==> src/hdl/icmc_defines.vh <==
// Purpose: Constants for the inductive converter mode control block.
// Assumes: 250 MHz core clock; 16-bit registers, 8-bit pointer.
// Notes:   Offsets are pointer values; fields are bit positions.
`ifndef ICMC_DEFINES_VH
`define ICMC_DEFINES_VH

// Register pointer values.
`define ICMC_REG_RCOUNT0     8'h08
`define ICMC_REG_OFFSET0     8'h0C
`define ICMC_REG_SETTLE0     8'h10
`define ICMC_REG_CLKDIV0     8'h14
`define ICMC_REG_STATUS      8'h18
`define ICMC_REG_ERRCFG      8'h19
`define ICMC_REG_CONFIG      8'h1A
`define ICMC_REG_MUXCFG      8'h1B
`define ICMC_REG_RESET       8'h1C
`define ICMC_REG_DRIVE0      8'h1E
`define ICMC_REG_MFR_ID      8'h7E
`define ICMC_REG_DEV_ID      8'h7F

// Reset values.
`define ICMC_DEF_ZERO        16'h0000
`define ICMC_DEF_RCOUNT      16'h0080
`define ICMC_DEF_CONFIG      16'h2801
`define ICMC_DEF_MUXCFG      16'h020F

// Field positions.
`define ICMC_CFG_CHAN_HI     15
`define ICMC_CFG_CHAN_LO     14
`define ICMC_CFG_SLEEP       13
`define ICMC_CFG_AUTO_DRV    12
`define ICMC_CFG_REF_SRC     9
`define ICMC_MUX_AUTOSCAN    15
`define ICMC_MUX_SEQ_HI      14
`define ICMC_MUX_SEQ_LO      13
`define ICMC_ERRCFG_DRDY_INT 0
`define ICMC_RESET_BIT       15

// Target addresses for the two address select levels.
`define ICMC_I2C_ADDR_LOW    7'h2A
`define ICMC_I2C_ADDR_HIGH   7'h2B

// Timing: internal tick derived from the core clock.
`define ICMC_CORE_MHZ        250
`define ICMC_INT_OSC_MHZ     43
`define ICMC_INT_DIV         (`ICMC_CORE_MHZ / `ICMC_INT_OSC_MHZ)
`define ICMC_WAKE_PERIODS    20'd16384
`define ICMC_CNT_SHIFT       4

`endif

==> src/hdl/icmc_mode_ctrl.v <==
// Purpose: Mode, channel sequencing and register access of the converter.
// Assumes: SCL, SDA and pins are synchronous to core_clk; SDA is open drain.
// Notes:   The front end supplies results and error levels.
// Overview of operation
// Single mode repeats one channel; multi scans.
// Interrupt after conversion or after full scan.
// Per-channel 16-bit count sets conversion interval.
// Per-channel settle count sets startup wait.
// Per-channel reference and sensor dividers.
// Reference from internal oscillator or external clock.
// Per-channel drive code, or automatic drive.
// Report amplitude, oscillation, new data, errors.
// Power-up in Sleep until sleep bit cleared.
// Sleep bit one sleeps, zero converts.
// Wait 16384 internal periods before first activation.
// Register access keeps working during Sleep.
// Entering Sleep clears results, errors, interrupt.
// Host configures while asleep; recommended only.
// Normal mode converts active channels continuously.
// Shutdown pin high: no conversions, defaults.
// Shutdown clears errors, drives interrupt high, ignores bus.
// Soft reset stops conversion, defaults; reads zero.
// Host reads results only in Normal mode.
// 7-bit address, 8-bit pointer, 16-bit registers.
// Target never stretches the clock.
// Address 0x2A low, 0x2B high select.
// High word read loads both words from shadow.
// Host never ends a transaction early.
// Address select sampled leaving Shutdown, then held.
`timescale 1ns/1ps
`include "icmc_defines.vh"
module icmc_mode_ctrl #(
	parameter [19:0] WAKE_TICKS = `ICMC_WAKE_PERIODS,
	parameter [15:0] MFR_ID     = 16'hA5C3, // Arbitrary value.
	parameter [15:0] DEV_ID     = 16'h0F1E  // Arbitrary value.
) (
	// Clock and reset
	input  wire        core_clk,
	input  wire        rst,
	// Device pins
	input  wire        shutdown_pin,
	input  wire        addr_sel_pin,
	input  wire        external_ref_clock_in,
	output reg         interrupt_out_n,
	// Two-wire target pins
	input  wire        scl_in,
	input  wire        sda_in,
	output wire        sda_out,
	output reg         sda_oe,
	// Front end control
	output reg  [1:0]  fe_channel,
	output reg         fe_activate,
	output reg         fe_measure,
	output reg  [3:0]  fe_fin_div,
	output reg  [4:0]  drive_current_code,
	output reg         auto_drive_select,
	// Front end results
	input  wire [27:0] fe_result,
	input  wire        fe_err_under,
	input  wire        fe_err_over,
	input  wire        fe_err_nosc,
	input  wire        fe_err_amp
);

	localparam [2:0] I_IDLE = 3'd0, I_RX = 3'd1, I_ACK = 3'd2, I_TX = 3'd3, I_HACK = 3'd4;
	localparam [1:0] Q_SLEEP = 2'd0, Q_WAKE = 2'd1, Q_SETTLE = 2'd2, Q_CONV = 2'd3;
	localparam [31:0] DIV_W = `ICMC_INT_DIV - 1;
	localparam [2:0] INT_DIV_M1 = DIV_W[2:0];
	localparam [7:0] A_RC = `ICMC_REG_RCOUNT0, A_OF = `ICMC_REG_OFFSET0, A_ST = `ICMC_REG_SETTLE0;
	localparam [7:0] A_CD = `ICMC_REG_CLKDIV0, A_DRV = `ICMC_REG_DRIVE0;

	integer i;

	// Configuration registers.
	reg [15:0] rcount_q [0:3];
	reg [15:0] offset_q [0:3];
	reg [15:0] settle_q [0:3];
	reg [15:0] clkdiv_q [0:3];
	reg [15:0] drive_q  [0:3];
	reg [15:0] errcfg_q, cfg_q, mux_q;
	reg        soft_rst_q;
	// Results and status.
	reg [27:0] sh_data_q [0:3];
	reg [3:0]  sh_flag_q [0:3];
	reg [15:0] vis_lsb_q [0:3];
	reg [3:0]  unread_q;
	reg        drdy_q, st_amp_q, st_wd_q;
	// Two-wire target.
	reg        scl_q, scl_p, sda_q, sda_p;
	reg [2:0]  ist_q;
	reg [3:0]  bit_cnt_q;
	reg [1:0]  byte_idx_q;
	reg [7:0]  rx_sh_q, tx_sh_q, tx_lo_q, ptr_q, wr_hi_q;
	reg        rd_mode_q, tx_second_q;
	reg [6:0]  my_addr_q;
	reg        addr_init_q;
	reg [15:0] rd_word;
	// Sequencer and reference timing.
	reg [1:0]  seq_q, ch_q;
	reg [2:0]  int_cnt_q;
	reg        int_tick_q, ext_q, ext_p, fref_tick_q;
	reg [9:0]  div_cnt_q;
	reg        tmr_load;
	reg [19:0] tmr_val;
	wire       tmr_done;

	wire clr_cfg    = shutdown_pin | soft_rst_q;
	wire sleep_en   = cfg_q[`ICMC_CFG_SLEEP];
	wire multi      = mux_q[`ICMC_MUX_AUTOSCAN];
	wire [1:0] act  = cfg_q[`ICMC_CFG_CHAN_HI:`ICMC_CFG_CHAN_LO];
	wire [1:0] seqf = mux_q[`ICMC_MUX_SEQ_HI:`ICMC_MUX_SEQ_LO];
	wire [1:0] last_ch = (seqf == 2'b11) ? 2'd3 : seqf + 2'd1;
	wire scl_rise = scl_q & ~scl_p;
	wire scl_fall = ~scl_q & scl_p;
	wire i_start  = scl_q & scl_p & sda_p & ~sda_q;
	wire i_stop   = scl_q & scl_p & ~sda_p & sda_q;
	wire [7:0] rx_byte = {rx_sh_q[6:0], sda_q};
	wire rd_load = (ist_q == I_ACK && scl_fall && rd_mode_q && byte_idx_q == 2'd0) ||
	               (ist_q == I_HACK && scl_fall && tx_second_q);
	wire wr_commit = ist_q == I_RX && scl_fall && bit_cnt_q == 4'd8 && byte_idx_q == 2'd3;
	wire [15:0] wr_data = {wr_hi_q, rx_sh_q};
	wire [1:0] pc = ptr_q[1:0];
	wire [1:0] di = ptr_q[1:0] + 2'd2;
	wire in_drv = (ptr_q >= A_DRV) && (ptr_q <= A_DRV + 8'd3);
	wire msb_rd = rd_load && ptr_q[7:3] == 5'h00 && !ptr_q[0];
	wire stat_rd = rd_load && ptr_q == `ICMC_REG_STATUS;
	wire conv_done = (seq_q == Q_CONV) && tmr_done;
	wire src_tick = cfg_q[`ICMC_CFG_REF_SRC] ? (ext_q & ~ext_p) : int_tick_q;

	// Open-drain data line, only pulled low; SCL is never driven.
	assign sda_out = 1'b0;

	// Configuration writes; shutdown and soft reset force defaults.
	always @(posedge core_clk or posedge rst) begin
		if (rst) begin
			for (i = 0; i < 4; i = i + 1) begin
				rcount_q[i] <= `ICMC_DEF_RCOUNT;
				offset_q[i] <= `ICMC_DEF_ZERO;
				settle_q[i] <= `ICMC_DEF_ZERO;
				clkdiv_q[i] <= `ICMC_DEF_ZERO;
				drive_q[i]  <= `ICMC_DEF_ZERO;
			end
			errcfg_q   <= `ICMC_DEF_ZERO;
			cfg_q      <= `ICMC_DEF_CONFIG;
			mux_q      <= `ICMC_DEF_MUXCFG;
			soft_rst_q <= 1'b0;
		end else if (clr_cfg) begin
			for (i = 0; i < 4; i = i + 1) begin
				rcount_q[i] <= `ICMC_DEF_RCOUNT;
				offset_q[i] <= `ICMC_DEF_ZERO;
				settle_q[i] <= `ICMC_DEF_ZERO;
				clkdiv_q[i] <= `ICMC_DEF_ZERO;
				drive_q[i]  <= `ICMC_DEF_ZERO;
			end
			errcfg_q   <= `ICMC_DEF_ZERO;
			cfg_q      <= `ICMC_DEF_CONFIG;
			mux_q      <= `ICMC_DEF_MUXCFG;
			soft_rst_q <= 1'b0;
		end else begin
			soft_rst_q <= wr_commit && ptr_q == `ICMC_REG_RESET && wr_data[`ICMC_RESET_BIT];
			if (wr_commit) begin
				if (ptr_q[7:2] == A_RC[7:2]) rcount_q[pc] <= wr_data;
				if (ptr_q[7:2] == A_OF[7:2]) offset_q[pc] <= wr_data;
				if (ptr_q[7:2] == A_ST[7:2]) settle_q[pc] <= wr_data;
				if (ptr_q[7:2] == A_CD[7:2]) clkdiv_q[pc] <= wr_data;
				if (in_drv) drive_q[di] <= wr_data;
				if (ptr_q == `ICMC_REG_ERRCFG) errcfg_q <= wr_data;
				if (ptr_q == `ICMC_REG_CONFIG) cfg_q <= wr_data;
				if (ptr_q == `ICMC_REG_MUXCFG) mux_q <= wr_data;
			end
		end
	end

	// Read data at the pointer; the high result word comes from the shadow.
	always @* begin
		rd_word = 16'h0000;
		if (ptr_q[7:3] == 5'h00)
			rd_word = ptr_q[0] ? vis_lsb_q[ptr_q[2:1]] : {sh_flag_q[ptr_q[2:1]], sh_data_q[ptr_q[2:1]][27:16]};
		else if (ptr_q[7:2] == A_RC[7:2])
			rd_word = rcount_q[pc];
		else if (ptr_q[7:2] == A_OF[7:2])
			rd_word = offset_q[pc];
		else if (ptr_q[7:2] == A_ST[7:2])
			rd_word = settle_q[pc];
		else if (ptr_q[7:2] == A_CD[7:2])
			rd_word = clkdiv_q[pc];
		else if (in_drv)
			rd_word = drive_q[di];
		else if (ptr_q == `ICMC_REG_STATUS)
			rd_word = {3'b000, st_amp_q, st_wd_q, 4'h0, drdy_q, 2'b00, unread_q};
		else if (ptr_q == `ICMC_REG_ERRCFG)
			rd_word = errcfg_q;
		else if (ptr_q == `ICMC_REG_CONFIG)
			rd_word = cfg_q;
		else if (ptr_q == `ICMC_REG_MUXCFG)
			rd_word = mux_q;
		else if (ptr_q == `ICMC_REG_MFR_ID)
			rd_word = MFR_ID;
		else if (ptr_q == `ICMC_REG_DEV_ID)
			rd_word = DEV_ID;
	end

	// Results, flags and status; a new event beats a read clear.
	always @(posedge core_clk or posedge rst) begin
		if (rst) begin
			for (i = 0; i < 4; i = i + 1) begin
				sh_data_q[i] <= 28'h0000000;
				sh_flag_q[i] <= 4'h0;
				vis_lsb_q[i] <= 16'h0000;
			end
			unread_q <= 4'h0;
			drdy_q   <= 1'b0;
			st_amp_q <= 1'b0;
			st_wd_q  <= 1'b0;
		end else if (clr_cfg || sleep_en) begin
			for (i = 0; i < 4; i = i + 1) begin
				sh_data_q[i] <= 28'h0000000;
				sh_flag_q[i] <= 4'h0;
				vis_lsb_q[i] <= 16'h0000;
			end
			unread_q <= 4'h0;
			drdy_q   <= 1'b0;
			st_amp_q <= 1'b0;
			st_wd_q  <= 1'b0;
		end else begin
			if (msb_rd) begin
				vis_lsb_q[ptr_q[2:1]] <= sh_data_q[ptr_q[2:1]][15:0];
				sh_flag_q[ptr_q[2:1]] <= 4'h0;
				unread_q[ptr_q[2:1]]  <= 1'b0;
			end
			if (stat_rd) begin
				drdy_q   <= 1'b0;
				st_amp_q <= 1'b0;
				st_wd_q  <= 1'b0;
			end
			if (conv_done) begin
				sh_data_q[ch_q] <= fe_result;
				sh_flag_q[ch_q] <= (msb_rd && ptr_q[2:1] == ch_q ? 4'h0 : sh_flag_q[ch_q]) |
				                   {fe_err_under, fe_err_over, fe_err_nosc, fe_err_amp};
				unread_q[ch_q] <= 1'b1;
				if (fe_err_amp) st_amp_q <= 1'b1;
				if (fe_err_nosc) st_wd_q <= 1'b1;
				if (!multi || ch_q == last_ch) drdy_q <= 1'b1;
			end
		end
	end

	// Interrupt line, high in shutdown and while no data is pending.
	always @(posedge core_clk or posedge rst) begin
		if (rst)
			interrupt_out_n <= 1'b1;
		else if (shutdown_pin)
			interrupt_out_n <= 1'b1;
		else
			interrupt_out_n <= ~(drdy_q & errcfg_q[`ICMC_ERRCFG_DRDY_INT]);
	end

	// Target address caught at power-up and in shutdown.
	always @(posedge core_clk or posedge rst) begin
		if (rst) begin
			my_addr_q   <= `ICMC_I2C_ADDR_LOW;
			addr_init_q <= 1'b0;
		end else begin
			addr_init_q <= 1'b1;
			if (shutdown_pin || !addr_init_q)
				my_addr_q <= addr_sel_pin ? `ICMC_I2C_ADDR_HIGH : `ICMC_I2C_ADDR_LOW;
		end
	end

	// Two-wire target: address, pointer, then words high byte first.
	always @(posedge core_clk or posedge rst) begin
		if (rst) begin
			scl_q <= 1'b1; scl_p <= 1'b1; sda_q <= 1'b1; sda_p <= 1'b1;
			ist_q <= I_IDLE; bit_cnt_q <= 4'h0; byte_idx_q <= 2'd0;
			rx_sh_q <= 8'h00; tx_sh_q <= 8'h00; tx_lo_q <= 8'h00;
			ptr_q <= 8'h00; wr_hi_q <= 8'h00;
			rd_mode_q <= 1'b0; tx_second_q <= 1'b0; sda_oe <= 1'b0;
		end else begin
			scl_q <= scl_in; scl_p <= scl_q;
			sda_q <= sda_in; sda_p <= sda_q;
			if (shutdown_pin) begin
				ist_q  <= I_IDLE;
				sda_oe <= 1'b0;
			end else if (i_start) begin
				ist_q <= I_RX; bit_cnt_q <= 4'h0; byte_idx_q <= 2'd0; sda_oe <= 1'b0;
			end else if (i_stop) begin
				ist_q <= I_IDLE; sda_oe <= 1'b0;
			end else begin
				case (ist_q)
				I_RX: begin
					if (scl_rise) begin
						rx_sh_q   <= rx_byte;
						bit_cnt_q <= bit_cnt_q + 4'h1;
					end else if (scl_fall && bit_cnt_q == 4'd8) begin
						bit_cnt_q <= 4'h0;
						if (byte_idx_q == 2'd0 && rx_sh_q[7:1] != my_addr_q) begin
							ist_q <= I_IDLE;
						end else begin
							ist_q  <= I_ACK;
							sda_oe <= 1'b1;
							if (byte_idx_q == 2'd0) rd_mode_q <= rx_sh_q[0];
							if (byte_idx_q == 2'd1) ptr_q <= rx_sh_q;
							if (byte_idx_q == 2'd2) wr_hi_q <= rx_sh_q;
							if (wr_commit) ptr_q <= ptr_q + 8'h01;
						end
					end
				end
				I_ACK: begin
					if (scl_fall) begin
						if (rd_load) begin
							ist_q <= I_TX; tx_second_q <= 1'b0;
							tx_sh_q <= {rd_word[14:8], 1'b0}; tx_lo_q <= rd_word[7:0];
							sda_oe <= ~rd_word[15]; bit_cnt_q <= 4'h1;
							ptr_q <= ptr_q + 8'h01;
						end else begin
							ist_q <= I_RX; sda_oe <= 1'b0;
							byte_idx_q <= (byte_idx_q == 2'd3) ? 2'd2 : byte_idx_q + 2'd1;
						end
					end
				end
				I_TX: begin
					if (scl_fall) begin
						if (bit_cnt_q == 4'd8) begin
							ist_q <= I_HACK; sda_oe <= 1'b0;
						end else begin
							sda_oe    <= ~tx_sh_q[7];
							tx_sh_q   <= {tx_sh_q[6:0], 1'b0};
							bit_cnt_q <= bit_cnt_q + 4'h1;
						end
					end
				end
				I_HACK: begin
					if (scl_rise && sda_q) begin
						ist_q <= I_IDLE;
					end else if (scl_fall) begin
						ist_q <= I_TX; bit_cnt_q <= 4'h1;
						if (tx_second_q) begin
							tx_second_q <= 1'b0;
							tx_sh_q <= {rd_word[14:8], 1'b0}; tx_lo_q <= rd_word[7:0];
							sda_oe <= ~rd_word[15]; ptr_q <= ptr_q + 8'h01;
						end else begin
							tx_second_q <= 1'b1;
							tx_sh_q <= {tx_lo_q[6:0], 1'b0};
							sda_oe <= ~tx_lo_q[7];
						end
					end
				end
				default: begin
					ist_q  <= I_IDLE;
					sda_oe <= 1'b0;
				end
				endcase
			end
		end
	end

	// Reference ticks: internal rate or external clock edges, then the per-channel divider.
	always @(posedge core_clk or posedge rst) begin
		if (rst) begin
			int_cnt_q <= 3'd0; int_tick_q <= 1'b0;
			ext_q <= 1'b0; ext_p <= 1'b0;
			div_cnt_q <= 10'd0; fref_tick_q <= 1'b0;
		end else begin
			ext_q <= external_ref_clock_in;
			ext_p <= ext_q;
			int_tick_q  <= int_cnt_q == INT_DIV_M1;
			int_cnt_q   <= (int_cnt_q == INT_DIV_M1) ? 3'd0 : int_cnt_q + 3'd1;
			fref_tick_q <= 1'b0;
			if (seq_q == Q_SLEEP || seq_q == Q_WAKE) begin
				div_cnt_q <= 10'd0;
			end else if (src_tick) begin
				if (div_cnt_q + 10'd1 >= clkdiv_q[ch_q][9:0]) begin
					div_cnt_q   <= 10'd0;
					fref_tick_q <= 1'b1;
				end else begin
					div_cnt_q <= div_cnt_q + 10'd1;
				end
			end
		end
	end

	// Sequencer: sleep, wake delay, then settle and convert per channel.
	always @(posedge core_clk or posedge rst) begin
		if (rst) begin
			seq_q <= Q_SLEEP; ch_q <= 2'd0;
			tmr_load <= 1'b0; tmr_val <= 20'h00000;
		end else begin
			tmr_load <= 1'b0;
			if (clr_cfg || sleep_en) begin
				seq_q <= Q_SLEEP;
			end else begin
				case (seq_q)
				Q_SLEEP: begin
					seq_q <= Q_WAKE; tmr_load <= 1'b1; tmr_val <= WAKE_TICKS;
				end
				Q_WAKE: if (tmr_done) begin
					seq_q <= Q_SETTLE; tmr_load <= 1'b1;
					ch_q <= multi ? 2'd0 : act;
					tmr_val <= {settle_q[multi ? 2'd0 : act], 4'h0};
				end
				Q_SETTLE: if (tmr_done) begin
					seq_q <= Q_CONV; tmr_load <= 1'b1;
					tmr_val <= {rcount_q[ch_q], 4'h0};
				end
				Q_CONV: if (tmr_done) begin
					seq_q <= Q_SETTLE; tmr_load <= 1'b1;
					ch_q <= !multi ? act : (ch_q == last_ch ? 2'd0 : ch_q + 2'd1);
					tmr_val <= {settle_q[!multi ? act : (ch_q == last_ch ? 2'd0 : ch_q + 2'd1)], 4'h0};
				end
				default: seq_q <= Q_SLEEP;
				endcase
			end
		end
	end

	// Wake, settle and convert timer.
	icmc_timer u_timer (
		.core_clk (core_clk),
		.rst      (rst),
		.load     (tmr_load),
		.load_val (tmr_val),
		.tick     (seq_q == Q_WAKE ? int_tick_q : fref_tick_q),
		.done     (tmr_done)
	);

	// Front end steering from the channel in work.
	always @(posedge core_clk or posedge rst) begin
		if (rst) begin
			fe_channel <= 2'd0; fe_activate <= 1'b0; fe_measure <= 1'b0;
			fe_fin_div <= 4'h0; drive_current_code <= 5'h00; auto_drive_select <= 1'b0;
		end else begin
			fe_channel  <= ch_q;
			fe_activate <= seq_q == Q_SETTLE || seq_q == Q_CONV;
			fe_measure  <= seq_q == Q_CONV;
			fe_fin_div  <= clkdiv_q[ch_q][15:12];
			drive_current_code <= drive_q[ch_q][15:11];
			auto_drive_select  <= cfg_q[`ICMC_CFG_AUTO_DRV];
		end
	end

endmodule // icmc_mode_ctrl

==> src/hdl/icmc_timer.v <==
// Purpose: Down-counting timer advanced by a tick enable.
// Assumes: load and tick come from the same clock domain.
// Notes:   done pulses one cycle after the last counted tick.
`timescale 1ns/1ps
module icmc_timer (
	// Clock and reset
	input  wire        core_clk,
	input  wire        rst,
	// Control
	input  wire        load,
	input  wire [19:0] load_val,
	input  wire        tick,
	// Result
	output reg         done
);

	reg [19:0] cnt_q;
	reg        run_q;

	// A load restarts the count; a zero load ends on the first tick.
	always @(posedge core_clk or posedge rst) begin
		if (rst) begin
			cnt_q <= 20'h00000;
			run_q <= 1'b0;
			done  <= 1'b0;
		end else begin
			done <= 1'b0;
			if (load) begin
				cnt_q <= load_val;
				run_q <= 1'b1;
			end else if (run_q && tick) begin
				if (cnt_q <= 20'h00001) begin
					run_q <= 1'b0;
					done  <= 1'b1;
				end else begin
					cnt_q <= cnt_q - 20'h00001;
				end
			end
		end
	end

endmodule // icmc_timer

==> config.mk <==
export PLATFORM = sky130hd
export DESIGN_NAME = icmc_mode_ctrl
export DESIGN_NICKNAME = d
export VERILOG_FILES = /design/src/hdl/icmc_mode_ctrl.v /design/src/hdl/icmc_timer.v
export VERILOG_INCLUDE_DIRS = /design/src /design/src/hdl
export SDC_FILE = /design/constraint.sdc
export NUM_CORES = 2
export LEC_CHECK = 0
export ABC_CLOCK_PERIOD_IN_PS = 30800
export BUFFER_PORTS_ARGS = -buffer_cell sky130_fd_sc_hd__buf_2
export CAP_MARGIN = 10
export CORE_MARGIN = 4
export CORE_UTILIZATION = 25
export CTS_BUF_LIST = sky130_fd_sc_hd__clkbuf_4
export CTS_CLUSTER_DIAMETER = 30
export DETAILED_ROUTE_END_ITERATION = 6
export SYNTH_ARGS = -nofsm -noshare
export SYNTH_HDL_FRONTEND = slang
export SYNTH_HIERARCHICAL = 1
export SYNTH_SLANG_ARGS = --single-unit
==> constraint.sdc <==
create_clock -name core_clk -period 30.8 [get_ports core_clk]
set_input_delay 4.62 -clock core_clk [delete_from_list [all_inputs] [get_ports core_clk]]
set_output_delay 4.62 -clock core_clk [all_outputs]
set_load 0.005 [all_outputs]
==> impl_metrics.tcl <==
set metrics [dict create \
    yosysUniqueCellTypes 85 \
    setup_violations 0 \
    routedWlPerCell_microns 20.08 \
    nNetsFinal 3926 \
    die_y_microns 387.6 \
    finalCritPeriodShare_pct 24.56 \
    crit_type "input pin to async pin" \
    placed_cell_area_sq_mm 0.03807 \
    synth_area_per_cell_sq_um 9.341 \
    first_iter_violations 3341 \
    dieArea_sq_mm 0.1502 \
    layout.cells.non_filler 5914 \
    drive_gt1_share_pct 17.63 \
    crit_fanout 125 \
    vias 30244 \
    cts_tree "yes" \
    synth_warnings 6 \
    cts-root-buf "clkbuf_4" \
    final_antenna_net_count 0 \
    crit_path_frequent_cell "buf_4" \
    clk_path_buf_depth 3 \
    dp_slack_ns 21.93 \
    synth.most_common_cell "nand2_1" \
    min_path_type "register to register" \
    cp.arrival_ns 8.62 \
    syn2layout_area_growth_pct 12.37 \
    top_layer_used "met4" \
    critPathBufInv 6 \
    path_clk_slew_ns 0.06 \
    async_reset_ff_share_pct 100.0 \
    viasPerCell 5.114 \
    fmax_ghz 0.1322 \
    drt-met1-wl_microns 49580 \
    critPathTopFamily "buffers and inverters" \
    drcViolationCount 0 \
    synth_common_cells "nand2_1 (1234), dfrtp_1 (683), a21oi_1 (602)" \
    yosys.area.top_type "dfrtp_1" \
    mappedNetlistArea_sq_mm 0.03602 \
    portBuffers 54 \
    synthTopCellsByArea "dfrtp_1 (47%), nand2_1 (13%), mux4_2 (11%), a21oi_1 (8.4%), clkbuf_1 (2.6%)" \
    final_cell_area_sq_mm 0.04047 \
    fin_crit_ns 7.564 \
    path_cells "buf_2 -> inv_8 -> buf_4 -> buf_4 -> buf_4 -> buf_4" \
    gp_congestion 0.8919 \
    drv_slew 0 \
    grt_pass1_vias 29574 \
    leakage_nw 15.86 \
    required_ns 31.86 \
    wl_met3_microns 12460 \
    hpwl_microns 72740 \
    ctsResizeCount 0 \
    utilization_pct 28.24 \
    grt_max_degree 244 \
    synth_top_cell_area_share_pct 47.45 \
    initial_core_util_pct 25.13 \
    tightest_slew_ns 1.288 \
    grt_antenna_before_repair 8 \
    finClkSkew_ns 0.1113 \
    ir_drop_mv 0.03742 \
    synth_edf_count 0 \
    die_w_microns 387.6 \
    gr-usage-all-layers_pct 15.45 \
    relSlewSlack_pct 14.10 \
    timing.hold.ws_ns 0.3770 \
    first_pass_iters 6 \
    rows 139 \
    cpMaxStageDelayCell "buf_4" \
    hold_violations 0 \
    ctsHtreeMaxLevel 4 \
    max_stage_delay_ns 0.86 \
    p_total_mw 1.833 \
    wl_met2_microns 52340 \
    worst_setup_path_end_kind "async pin" \
    synth-main-ff-cell "dfrtp_1" \
    hold_buffers 0 \
    drt-total-wl_microns 118800 \
    clkSinkCount 700 \
    cts_made_buffers 186 \
    ys_seq_area_share_pct 48.69 \
    clock_latency_ns 1.13 \
    startpoint_type "input pin" \
    finalWorstSetupSlack_ns 23.24 \
    ioPinCount 56 \
    overflow 0 \
    rsz0062_at_grt "false" \
    syn-instance-count 3856 \
    cap_violations 0 \
    dpl.cell_count 5576 \
    powerDensity_mw_per_mm2 45.29 \
    status "finished clean" \
    synth-seq-cells 700 \
    grt_pass1_wl_microns 182500 \
    core_sq_mm 0.1433 \
    tns_ns 0 \
    cts_setup_buffers 0 \
]
## placed cells by master (no fill, tap or decap), types with 11 or more instances in the layout
cell type	count
o21ai_0	63
xnor2_1	11
a22oi_1	21
o22ai_1	13
buf_4	70
nand2b_1	26
a211oi_1	25
a31oi_1	30
xor2_1	13
and2_1	14
nor2_1	144
clkbuf_4	279
mux2_2	39
mux4_2	178
inv_1	41
nand3_1	62
nor2b_1	27
ha_1	26
o21a_1	15
mux2i_1	39
dfrtp_1	674
nor3_1	14
a221oi_1	26
nand2_1	1234
diode_2	11
clkinv_1	30
buf_2	54
dfstp_2	17
a21oi_1	602
## area by class of cell
type | instances | area [sq um]
Sequential cell | 700 | 17560
Multi-Input combinational cell | 2803 | 17120
Clock inverter | 48 | 277.8
Antenna cell | 11 | 27.53
Inverter | 44 | 172.7
Tap cell | 1903 | 2381
Clock buffer | 279 | 2095
Timing Repair Buffer | 126 | 835.8
Fill cell | 15223 | 102800
## logic make-up (layout without fill, tap and decap cells)
family / after synthesis / in the layout / share of synthesized area [%]
multiplexers: 256 / 256 / 13.43
buffers and inverters: 357 / 497 / 3.946
XOR/XNOR: 24 / 24 / 0.5836
other: 2 / 17 / 0.02085
AND/OR/NAND/NOR: 1609 / 1609 / 18.46
adder cells (fa/ha/maj): 26 / 26 / 0.9032
flip-flops: 700 / 700 / 48.69
AO/OA/AOI/OAI: 882 / 882 / 13.96
## report_power, final
part / internal [mW] / switching [mW] / total, mW
clock: 0.430 / 0.412 / 0.842
combinational: 0.0124 / 0.0492 / 0.0616
sequential: 0.922 / 0.00792 / 0.930
## per-layer routing
layer / vias to the layer above / global-route usage [%]
li1: 13510 / -
met1: 15009 / 20.97
met2: 1454 / 22.68
met3: 271 / 4.895
met4: 0 / 6.546
met5: - / 0
## sequential cells by signal (all words and copies together), names as in the netlist, 10 cells and up
register	count
clkdiv_q	64
mux_q	16
sh_flag_q	16
settle_q	64
tmr_val	16
drive_q	64
vis_lsb_q	64
errcfg_q	16
div_cnt_q	10
offset_q	64
rcount_q	64
sh_data_q	112
u_timer/cnt_q	20
cfg_q	16
## path summary, 6_finish.rpt
check                                     start               to  slack [ns]  depth (start not counted)
worst max-delay path                        rst     vis_lsb_q[7]       23.24                          6
worst min-delay path                      ext_q            ext_p        0.38                          0
worst max register to register         ptr_q[1]     clkdiv_q[28]       25.65                          7
worst min register to register            ext_q            ext_p        0.38                          0
max in group core_clk           interrupt_out_n  interrupt_out_n       24.43                          1
min in group asynchronous                   rst     int_cnt_q[2]        3.74                          2
(Power assumes the default switching activity.)
